## src/pss_pkg.sv

```systemverilog
// Shared constants and carriers for the paged status and control block
package pss_pkg;

  // Register indices; byte address is four times the index
  localparam logic [3:0] IDX_EVT     = 4'h5;
  localparam logic [3:0] IDX_SEL     = 4'h7;
  localparam logic [3:0] IDX_PG_LINE = 4'h8;
  localparam logic [3:0] IDX_PG_SPD  = 4'h9;

  // Event and enable register fields
  localparam int EVT_MULTI_BIT  = 0;
  localparam int EVT_ACCEL_BIT  = 1;
  localparam int EVT_PORTEV_BIT = 2;
  localparam int EVT_TMO_BIT    = 3;
  localparam int EVT_WDOG_BIT   = 7;

  // Pointer register fields
  localparam int SEL_PORT_LSB = 0;
  localparam int SEL_PAGE_LSB = 5;

  // Port status page, line and topology byte
  localparam int LINE_A_LSB     = 0;
  localparam int LINE_B_LSB     = 2;
  localparam int LINE_CHILD_BIT = 4;
  localparam int LINE_CONN_BIT  = 5;
  localparam int LINE_BIAS_BIT  = 6;
  localparam int LINE_DIS_BIT   = 7;

  // Port status page, speed, enable and fault byte
  localparam int SPD_LSB       = 0;
  localparam int SPD_IRQ_BIT   = 3;
  localparam int SPD_FAULT_BIT = 4;

  // Page codes
  localparam logic [2:0] PAGE_PORT = 3'h0;
  localparam logic [2:0] PAGE_VID  = 3'h1;
  localparam logic [2:0] PAGE_VDEP = 3'h7;

  // Reset values
  localparam logic [2:0] RST_PAGE = 3'h0;
  localparam logic [3:0] RST_PORT = 4'h0;
  localparam logic       RST_FLAG = 1'b0;

  // Bus transfer type with a real access
  localparam logic [1:0] HTRANS_NONSEQ = 2'h2;

  // Sensed line level codes
  typedef enum logic [1:0] {
    LINE_INVALID = 2'h0,
    LINE_ONE     = 2'h1,
    LINE_ZERO    = 2'h2,
    LINE_HIGHZ   = 2'h3
  } pss_line_t;

  // Peer rate codes
  typedef enum logic [2:0] {
    SPD_100 = 3'h0,
    SPD_200 = 3'h1,
    SPD_400 = 3'h2
  } pss_speed_t;

  // Live state of one cable port from the port logic
  typedef struct packed {
    pss_line_t  pair_a_line_state;
    pss_line_t  pair_b_line_state;
    logic       child;
    logic       connected;
    logic       bias;
    pss_speed_t speed;
    logic       resume_done;
    logic       susp_fault;
  } pss_port_in_t;

endpackage

```

## src/pss_regs.sv

```systemverilog
// The implementer's own choice: register access over AHB-Lite.
`timescale 1ns/1ps
`default_nettype none
// Summary of operation
// Arbitration timeout sets a sticky flag; writing one clears it.
// Enabled port change of connected, bias, disabled or fault sets event.
// Resume completion on any port sets event when resume enable is one.
// Acceleration enable drives ack acceleration and fly-by arbitration.
// Software leaves acceleration enable alone while a bus request waits.
// Multi-speed enable lets concatenated packets keep their own speeds.
// Three-bit page pointer chooses what the paged addresses show.
// Four-bit port pointer chooses the port shown on the status page.
// Software sets port pointer to one with the vendor dependent page.
// Reserved bits always read as zero.
// Paged bytes carry line, topology, speed, enable and fault fields.
// Each pair line state reports invalid, one, zero or high impedance.
// Child shows topology; connected shows an attached peer.
// Bias bit reports detected bias voltage on the selected port.
// Per-port disabled bit is writable and resets to enabled.
// Negotiated speed reports the peer's top rate code.
// Suspend or resume error sets port fault; writing one clears it.
// Paged accesses use the pointers as they stand at access time.
module pss_regs
  import pss_pkg::*;
#(
  parameter int NPORTS = 3,
  parameter int AW     = 8
) (
  input  wire logic                   i_clock,
  input  wire logic                   i_rst_n,
  // AHB-Lite slave
  input  wire logic                   i_hsel,
  input  wire logic [AW-1:0]          i_haddr,
  input  wire logic [1:0]             i_htrans,
  input  wire logic                   i_hwrite,
  input  wire logic [2:0]             i_hsize,
  input  wire logic [31:0]            i_hwdata,
  input  wire logic                   i_hready,
  output logic                        o_hreadyout,
  output logic                        o_hresp,
  output logic [31:0]                 o_hrdata,
  // Device side
  input  wire logic                   i_arb_timeout,
  input  wire pss_port_in_t [NPORTS-1:0] i_port,
  output logic                        o_accel_en,
  output logic                        o_multi_en,
  output logic [NPORTS-1:0]           o_port_disabled
);

  // Bus sequencing states
  typedef enum logic [1:0] {
    ST_IDLE,
    ST_WRITE,
    ST_RD_WAIT,
    ST_RD_DONE
  } pss_bus_st_t;

  pss_bus_st_t st_r, st_nxt;
  logic [3:0]  idx_r, idx_nxt;
  logic        hit_r, hit_nxt;
  logic [31:0] rdata_r, rdata_nxt;
  logic        take;
  logic        wr_en;
  logic [7:0]  wdata;
  logic [7:0]  rd_byte;

  // Control and event state
  logic        wdog_r, wdog_nxt;
  logic        tmo_r, tmo_nxt;
  logic        pev_r, pev_nxt;
  logic        accel_r, accel_nxt;
  logic        multi_r, multi_nxt;
  logic [2:0]  page_r, page_nxt;
  logic [3:0]  port_r, port_nxt;

  // Per-port wiring
  logic [NPORTS-1:0] wr_line;
  logic [NPORTS-1:0] wr_spd;
  logic [NPORTS-1:0] chg;
  logic [NPORTS-1:0] resume;
  logic [7:0]        line_byte [NPORTS];
  logic [7:0]        spd_byte  [NPORTS];

  // Decoded write strobes for the current data phase
  logic wr_evt;
  logic wr_sel;
  logic wr_pg_line;
  logic wr_pg_spd;
  logic pg_port;

  // Address phase taken only for a selected, ready, real transfer
  assign take  = i_hsel & i_hready & (i_htrans == HTRANS_NONSEQ);
  assign wdata = i_hwdata[7:0];

  // Reads get one wait state so the byte is sampled after any write
  // that finished in the same edge; writes complete with no wait.
  always_comb begin
    st_nxt    = st_r;
    idx_nxt   = idx_r;
    hit_nxt   = hit_r;
    rdata_nxt = rdata_r;
    wr_en     = 1'b0;
    unique case (st_r)
      ST_IDLE:    st_nxt = ST_IDLE;
      ST_WRITE:   wr_en = hit_r;
      ST_RD_WAIT: begin
        rdata_nxt = hit_r ? {24'h000000, rd_byte} : 32'h00000000;
        st_nxt    = ST_RD_DONE;
      end
      ST_RD_DONE: st_nxt = ST_RD_DONE;
    endcase
    // Only a ready cycle may close the old phase and open a new one
    if (st_r != ST_RD_WAIT) begin
      st_nxt = ST_IDLE;
      if (take) begin
        idx_nxt = i_haddr[5:2];
        hit_nxt = (i_haddr[1:0] == 2'h0)
                & (i_haddr[AW-1:6] == '0);
        st_nxt  = i_hwrite ? ST_WRITE : ST_RD_WAIT;
      end
    end
  end

  // Bus state registers
  always_ff @(posedge i_clock or negedge i_rst_n) begin
    if (!i_rst_n) begin
      st_r    <= ST_IDLE;
      idx_r   <= 4'h0;
      hit_r   <= 1'b0;
      rdata_r <= 32'h00000000;
    end else begin
      st_r    <= st_nxt;
      idx_r   <= idx_nxt;
      hit_r   <= hit_nxt;
      rdata_r <= rdata_nxt;
    end
  end

  assign o_hreadyout = (st_r != ST_RD_WAIT);
  assign o_hresp     = 1'b0; // Always OKAY, unmapped reads give zero
  assign o_hrdata    = rdata_r;

  // Pointers are read live, so a pointer write takes effect at once
  assign pg_port    = (page_r == PAGE_PORT);
  assign wr_evt     = wr_en & (idx_r == IDX_EVT);
  assign wr_sel     = wr_en & (idx_r == IDX_SEL);
  assign wr_pg_line = wr_en & (idx_r == IDX_PG_LINE) & pg_port;
  assign wr_pg_spd  = wr_en & (idx_r == IDX_PG_SPD) & pg_port;

  // Next values of the control and event bits
  always_comb begin
    wdog_nxt  = wdog_r;
    accel_nxt = accel_r;
    multi_nxt = multi_r;
    page_nxt  = page_r;
    port_nxt  = port_r;
    if (wr_evt) begin
      wdog_nxt  = wdata[EVT_WDOG_BIT];
      accel_nxt = wdata[EVT_ACCEL_BIT];
      multi_nxt = wdata[EVT_MULTI_BIT];
    end
    if (wr_sel) begin
      page_nxt = wdata[SEL_PAGE_LSB +: 3];
      port_nxt = wdata[SEL_PORT_LSB +: 4];
    end
    // Set beats clear when both land in one cycle
    tmo_nxt = (tmo_r & ~(wr_evt & wdata[EVT_TMO_BIT]))
            | i_arb_timeout;
    pev_nxt = (pev_r & ~(wr_evt & wdata[EVT_PORTEV_BIT]))
            | (|chg)
            | (wdog_r & (|resume));
  end

  // Control and event registers
  always_ff @(posedge i_clock or negedge i_rst_n) begin
    if (!i_rst_n) begin
      wdog_r  <= RST_FLAG;
      tmo_r   <= RST_FLAG;
      pev_r   <= RST_FLAG;
      accel_r <= RST_FLAG;
      multi_r <= RST_FLAG;
      page_r  <= RST_PAGE;
      port_r  <= RST_PORT;
    end else begin
      wdog_r  <= wdog_nxt;
      tmo_r   <= tmo_nxt;
      pev_r   <= pev_nxt;
      accel_r <= accel_nxt;
      multi_r <= multi_nxt;
      page_r  <= page_nxt;
      port_r  <= port_nxt;
    end
  end

  // Acceleration must not flip mid-request; software's duty, not ours
  assign o_accel_en = accel_r;
  assign o_multi_en = multi_r;

  // One state block per cable port; unused pointer codes hit none
  for (genvar i = 0; i < NPORTS; i++) begin : g_port
    assign wr_line[i] = wr_pg_line & (port_r == 4'(i));
    assign wr_spd[i]  = wr_pg_spd & (port_r == 4'(i));
    assign resume[i]  = i_port[i].resume_done;

    pss_port_state u_port (
      .i_clock     (i_clock),
      .i_rst_n     (i_rst_n),
      .i_stat      (i_port[i]),
      .i_wr_line   (wr_line[i]),
      .i_wr_spd    (wr_spd[i]),
      .i_wdata     (wdata),
      .o_disabled  (o_port_disabled[i]),
      .o_change    (chg[i]),
      .o_line_byte (line_byte[i]),
      .o_spd_byte  (spd_byte[i])
    );
  end

  // Read byte for the captured index; vendor pages read as zero here
  always_comb begin
    rd_byte = 8'h00;
    unique case (idx_r)
      IDX_EVT: begin
        rd_byte[EVT_WDOG_BIT]   = wdog_r;
        rd_byte[EVT_TMO_BIT]    = tmo_r;
        rd_byte[EVT_PORTEV_BIT] = pev_r;
        rd_byte[EVT_ACCEL_BIT]  = accel_r;
        rd_byte[EVT_MULTI_BIT]  = multi_r;
      end
      IDX_SEL: begin
        rd_byte[SEL_PAGE_LSB +: 3] = page_r;
        rd_byte[SEL_PORT_LSB +: 4] = port_r;
      end
      IDX_PG_LINE: begin
        for (int k = 0; k < NPORTS; k++) begin
          if (pg_port && port_r == 4'(k)) begin
            rd_byte = line_byte[k];
          end
        end
      end
      IDX_PG_SPD: begin
        for (int k = 0; k < NPORTS; k++) begin
          if (pg_port && port_r == 4'(k)) begin
            rd_byte = spd_byte[k];
          end
        end
      end
      default: rd_byte = 8'h00;
    endcase
  end

endmodule
`default_nettype wire

```

## src/pss_port_state.sv

```systemverilog
`timescale 1ns/1ps
`default_nettype none
// Per-port writable bits, fault flag, change detection and page bytes
module pss_port_state
  import pss_pkg::*;
(
  input  wire logic         i_clock,
  input  wire logic         i_rst_n,
  input  wire pss_port_in_t i_stat,
  input  wire logic         i_wr_line,
  input  wire logic         i_wr_spd,
  input  wire logic [7:0]   i_wdata,
  output logic              o_disabled,
  output logic              o_change,
  output logic [7:0]        o_line_byte,
  output logic [7:0]        o_spd_byte
);

  logic dis_r, dis_nxt;
  logic irq_r, irq_nxt;
  logic fault_r, fault_nxt;
  logic conn_q_r, bias_q_r, dis_q_r, fault_q_r;
  logic chg_r, chg_nxt;

  // Next values of the port's own bits
  always_comb begin
    dis_nxt = i_wr_line ? i_wdata[LINE_DIS_BIT] : dis_r;
    irq_nxt = i_wr_spd ? i_wdata[SPD_IRQ_BIT] : irq_r;
    // A fault seen in the clearing cycle survives the clear
    fault_nxt = (fault_r & ~(i_wr_spd & i_wdata[SPD_FAULT_BIT]))
              | i_stat.susp_fault;
    // Compare against last cycle's copy of the watched bits
    chg_nxt = irq_r & ((conn_q_r != i_stat.connected)
                     | (bias_q_r != i_stat.bias)
                     | (dis_q_r != dis_r)
                     | (fault_q_r != fault_r));
  end

  // Port bits; all enabled and clear after reset
  always_ff @(posedge i_clock or negedge i_rst_n) begin
    if (!i_rst_n) begin
      dis_r     <= RST_FLAG;
      irq_r     <= RST_FLAG;
      fault_r   <= RST_FLAG;
      conn_q_r  <= RST_FLAG;
      bias_q_r  <= RST_FLAG;
      dis_q_r   <= RST_FLAG;
      fault_q_r <= RST_FLAG;
      chg_r     <= RST_FLAG;
    end else begin
      dis_r     <= dis_nxt;
      irq_r     <= irq_nxt;
      fault_r   <= fault_nxt;
      conn_q_r  <= i_stat.connected;
      bias_q_r  <= i_stat.bias;
      dis_q_r   <= dis_r;
      fault_q_r <= fault_r;
      chg_r     <= chg_nxt;
    end
  end

  assign o_disabled = dis_r;
  assign o_change   = chg_r;

  // Page bytes as software sees them for this port
  always_comb begin
    o_line_byte = 8'h00;
    o_line_byte[LINE_A_LSB +: 2] = i_stat.pair_a_line_state;
    o_line_byte[LINE_B_LSB +: 2] = i_stat.pair_b_line_state;
    o_line_byte[LINE_CHILD_BIT]  = i_stat.child;
    o_line_byte[LINE_CONN_BIT]   = i_stat.connected;
    o_line_byte[LINE_BIAS_BIT]   = i_stat.bias;
    o_line_byte[LINE_DIS_BIT]    = dis_r;
    o_spd_byte = 8'h00;
    o_spd_byte[SPD_LSB +: 3]   = i_stat.speed;
    o_spd_byte[SPD_IRQ_BIT]    = irq_r;
    o_spd_byte[SPD_FAULT_BIT]  = fault_r;
  end

endmodule
`default_nettype wire

```

## config.mk

```make
export PLATFORM = sky130hd
export DESIGN_NAME = pss_regs
export DESIGN_NICKNAME = d
export VERILOG_FILES = /design/src/pss_pkg.sv /design/src/pss_regs.sv /design/src/pss_port_state.sv
export SDC_FILE = /design/constraint.sdc
export NUM_CORES = 1
export LEC_CHECK = 0
export BUFFER_PORTS_ARGS = -buffer_cell sky130_fd_sc_hd__buf_2
export CELL_PAD_IN_SITES_DETAIL_PLACEMENT = 0
export CELL_PAD_IN_SITES_GLOBAL_PLACEMENT = 1
export CORE_MARGIN = 2
export CORE_UTILIZATION = 34
export DETAILED_ROUTE_END_ITERATION = 16
export PLACE_DENSITY = 0.84
export SKIP_CTS_REPAIR_TIMING = 1
export SLEW_MARGIN = 30
export SYNTH_ARGS = -nofsm -noshare
export SYNTH_HDL_FRONTEND = slang
export SYNTH_SLANG_ARGS = --single-unit
```

## constraint.sdc

```tcl
create_clock -name i_clock -period 2.31 [get_ports i_clock]
set_input_delay 0.1155 -clock i_clock [delete_from_list [all_inputs] [get_ports i_clock]]
set_output_delay 0.1155 -clock i_clock [all_outputs]
set_load 0.02 [all_outputs]
```

After elaboration in Yosys (flattened, before gate mapping)
Index checks and enable logic that the tools add are counted.
Cells by class
  equal/unequal tests: 23
  muxes and demuxes: 16
  bitwise gates (word level): 49
  reductions and logical operators: 13
Operators by type and width (number)
  $mux W8: 6
  $and A1 B1 Y1: 29
  $pmux W4 S4: 1
  $or A1 B1 Y1: 15
  $ne A1 B1 Y1: 12
  $eq A4 B3 Y1 const B: 2
  $eq A4 B4 Y1 const B: 2
  $eq A2 B2 Y1 const B: 3
  $logic_not A2 Y1: 3
  $mux W2: 3
  $pmux W2 S3: 1
  $reduce_or A3 Y1: 2
  $mux W5: 1
  $not A1 Y1: 5
  $eq A4 B1 Y1 const B: 1
  $eq A4 B2 Y1 const B: 1
  $logic_not A4 Y1: 1
  $pmux W1 S4: 1
  $pmux W2 S2: 1
  $logic_and A1 B1 Y1: 3
  $logic_not A3 Y1: 1
  $reduce_bool A3 Y1: 1
  $eq A2 B1 Y1 const B: 1
  $ne A2 B2 Y1 const B: 1
  other kinds (4): 4
Word-level totals
  bits in registers: 75
  input bits: 87
  word-level logic and storage cells: 136

Longest topological paths before layout
  depth after elaboration: 9
  depth in mapped cells: 6

Cells and area by module
Synthesis repeated with hierarchy kept, for this count alone.
Unflattened totals
  cell total of the unflattened synthesis: 304
  area total of the unflattened synthesis: 3119.2 sq um
By module, submodules not included
  pss_regs: times used 1, cells an instance 202, area each 1906.8 sq um
  pss_port_state: times used 3, cells an instance 34, area each 404.1 sq um

Least setup slack after synthesis
No wires, ideal clock.
  path kind: reg2reg
  from: reg page_r[1]
  to: reg rdata_r[4] (netlist: o_hrdata[4])
  library setup time: 0.095 ns
  arrival time: 1.660 ns
  data required time: 2.215 ns
  slack: 0.555 ns
  cell stages (with the launch flop): 4
  path buffers: 0
  cell sequence: dfrtp_1 -> or4b_4 -> or4b_1 -> o31ai_1
Between the ends
  cells in the longest elaborated chain, start to end: 7
RTL lines
  from (decl): RTL line pss_regs.sv:73  | logic [2:0] page_r, page_nxt;
  from (signal assigned): RTL line pss_regs.sv:190  | page_r <= page_nxt;
  $logic_not A3 Y1 (*): RTL line pss_regs.sv:144  | assign pg_port = (page_r == PAGE_PORT);
  $logic_and A1 B1 Y1: RTL line pss_regs.sv:236, pss_regs.sv:243
  $mux W5 or $mux W8 (tied branches): RTL line pss_regs.sv:243, pss_regs.sv:236
  $mux W8, on equally long branches (2 in series): RTL line pss_regs.sv:243, pss_regs.sv:236
  $pmux W1 S2 (*): RTL line pss_regs.sv:222  | unique case (idx_r)
  $mux W8 (*): RTL line pss_regs.sv:107  | rdata_nxt = hit_r ? {24'h000000, rd_byte} : 32'h00000000;
  to (signal assigned): RTL line pss_regs.sv:135  | rdata_r <= rdata_nxt;
  to (decl): RTL line pss_regs.sv:61  | logic [31:0] rdata_r, rdata_nxt;
Mark *: on every way between the ends. The rest lies on a longest branch, timed or not.
A chain may end at the register's enable or synchronous reset.

Final worst setup path
  from: reg page_r[1]
  to: reg rdata_r[2] (netlist: o_hrdata[2])
Between the ends
  cells in the longest elaborated chain, start to end: 7
RTL lines (RTL line)
  $logic_not A3 Y1 (*): pss_regs.sv:144
  $logic_and A1 B1 Y1: pss_regs.sv:236, pss_regs.sv:243
  $mux W5 or $mux W8 (tied branches): pss_regs.sv:243, pss_regs.sv:236
  $mux W8, on equally long branches (2 in series): pss_regs.sv:243, pss_regs.sv:236
  $pmux W4 S4 (*): pss_regs.sv:222
  $mux W8 (*): pss_regs.sv:107
Marks and branches as above.

==> impl_metrics.yaml <==
outcome:
  status: "complete, no violations"
sta:
  maxSlewHeadroom_pct: 63.5
  finalSetupTns_ps: 0
  min_period_over_period_pct: 83.1
  drv_slew: 0
  worstMarginPinSlew_ps: 540
  setup_viol: 0
  hold_violations: 0
  rsz0062_at_grt: "no"
  fin_crit_ps: 1920
  finalClockSkew_ps: 11.8
  fmax_mhz: 521
route:
  routedLengthMet1_mm: 3.03
  ant_nets: 0
  vias: 2065
  post_drt_wl_per_cell_microns: 15.1
  wl_met3_microns: 488
  highest_layer: "met4"
  remaining_drc_errors: 0
  routed-wl-met2_mm: 2.95
  drt_iter0_markers: 105
  vias_per_cell: 4.80
  firstDrtPassIters: 4
  wirelength_mm: 6.51
floorplanning:
  fp.coreArea_sq_um: 7650
  die_h_microns: 92.6
  num_rows: 32
  die_area_sq_um: 8570
  die_x_microns: 92.6
  ios: 126
  start_util_pct: 34.9
setup_path:
  cp-end-kind: "flip-flop"
  path_class: "reg2reg"
  slowest_stage: "or4b_4"
  start_kind: "flip-flop"
  crit_chain: "or4b_4 > nor3_1 > o211ai_1 > o211ai_1"
  arrival_ps: 2140
  rrSetupSlack_ps: 390
  cpMostUsedCell: "o211ai_1"
  crit_path_max_incr_delay_ps: 600
  worstPathMaxFanout: 4
  crit_required_ps: 2530
clock_network:
  cts_tree: "built"
  clock-sinks: 51
  clk_pin_slew_worst_paths_ps: 90
  cts_root_buffer: "clkbuf_8"
  h-tree-depth: 2
  insertion_delay_ps: 300
  numCtsBuffers: 5
  clockBufferDepth: 2
pwr:
  leakagePower_nw: 1.49
  power_mw: 2.10
  ir_drop_v: 0.000258
  powerDensity_nw_per_um2: 641
global_routing:
  grt-ovfl-total: 0
  first_global_vias: 1986
  grt_use_total_pct: 15.1
  antenna_found_initial: 0
  grt_start_max_net_pins: 23
  grt_pass1_wl_mm: 10.1
synthesis:
  synth_top_area_share_pct: 47.8
  postSynth.asyncResetShare_pct: 100
  synth_seq_cells: 51
  synth_flop_cell: "dfrtp_1"
  synth-edff-count: 0
  avgSynthCellArea_sq_um: 11.0
  ys_seq_area_share_pct: 47.8
  synth.cell_area_sq_um: 2670
  synth_area_leaders: "dfrtp_1 48%, buf_4 8.4%, mux2_2 8.4%"
  synth_cell_types: 36
  syn_inst: 242
  yosys.area.top_type: "dfrtp_1"
  yosysWarnings: 0
layout:
  nets: 414
  nFillCells: 764
  drive_above_1_share_pct: 34.5
  area_delta_synth_final_pct: 22.7
  n_antenna_cell: 0
  fin_util_pct: 42.8
  largest_reg_flops: 8
flow_run:
  cap_violations: 0
placed_design:
  place.gp.congestion: 0.867
  io_buffers: 73
  hpwlAfterDp_mm: 5.11
min_path:
  hold_path.class: "in2reg"
==> logic make-up after synthesis <==
group,count (synthesis),synth area share [%]
AND/OR/NAND/NOR,55,13.0
AO/OA/AOI/OAI,51,13.7
flip-flops,51,47.8
buffers and inverters,46,10.7
multiplexers,26,10.7
XOR/XNOR,12,3.94
other,1,0.141
==> layout by cell type (no fill, tap or decap), types with 7 or more instances in the layout <==
cell type / Yosys / layout
o21ai_0: 13 / 13
dfrtp_1: 51 / 51
inv_1: 9 / 9
buf_2: 1 / 73
buf_4: 30 / 7
o221ai_1: 7 / 7
mux2_2: 20 / 20
conb_1: 1 / 25
nor3_1: 9 / 9
o211ai_1: 8 / 8
dlygate4sd3_1: 0 / 11
xor2_1: 12 / 12
nand2_1: 15 / 15
==> cell usage after synthesis (all sizes together) (2+ instances only) <==
cell	count
a2bb2oi	6
nand2b	5
a21o	4
or4b	3
o211ai	8
xor2	12
a211oi	2
nand4b	2
o221ai	7
nor4b	3
mux2	20
o21ai	13
clkbuf	6
inv	9
nor3	10
nand3	4
mux2i	6
nor2b	3
dfrtp	51
or3	4
or2	2
nand2	15
a21oi	6
buf	31
o41a	3
==> worst paths after layout <==
kind,from,to,cells after the start
setup reg to reg,page_r[1]$_DFFE_PN0P_,o_hrdata[2]$_DFFE_PN0P_,4
hold reg to reg,g_port[0].u_port.fault_r$_DFF_PN0_,g_port[0].u_port.fault_q_r$_DFF_PN0_,0
max in group asynchronous,i_rst_n,port_r[2]$_DFFE_PN0P_,3
hold / removal,i_hwrite,st_r[1]$_DFFE_PN0P_,2
min in group asynchronous,i_rst_n,port_r[1]$_DFFE_PN0P_,2
setup / recovery,page_r[1]$_DFFE_PN0P_,o_hrdata[2]$_DFFE_PN0P_,4
==> routing by layer <==
layer  up-vias  track usage, %
met1       995            21.0
li1        987               -
met3         2            3.82
met4         0            4.10
met2        81            23.6
met5         -               0
==> where the power goes <==
part / total [mW] / switching (mW) / leakage, nW / internal, mW
combinational: 0.418 / 0.238 / 0.828 / 0.180
clock: 0.616 / 0.294 / 0.0581 / 0.323
sequential: 1.07 / 0.102 / 0.604 / 0.963
total: 2.10 / 0.634 / 1.49 / 1.47
==> layout make-up <==
type,instances,area (sq um),share of cell area (%)
inverter,9,33.8,1.03
multi-input combinational,169,1200,36.5
timing repair buffer,91,528,16.1
clock buffer,5,68.8,2.10
tap,102,128,3.90
clock inverter,3,43.8,1.34
sequential,51,1280,39.0
==> critical path, delay by kind of cell, from the launching register on <==
family           cells  cell delay, ps
flip-flops           1             430
AND/OR/NAND/NOR      2            1080
AO/OA/AOI/OAI        2             340
==> metrics by stage <==
stage | setup slack (ps) | instance area (sq um) | cells | hold slack [ps]
floorplan | 555 | 2760 | 266 | -180
global placement | 412 | 3050 | 411 | 48.6
detailed placement | 365 | 3050 | 411 | 52.2
CTS | 350 | 3160 | 419 | -276
global route | 245 | 3270 | 430 | 19.9
finish | 389 | 3270 | 430 | 2.47
(Power assumes the default switching activity.)
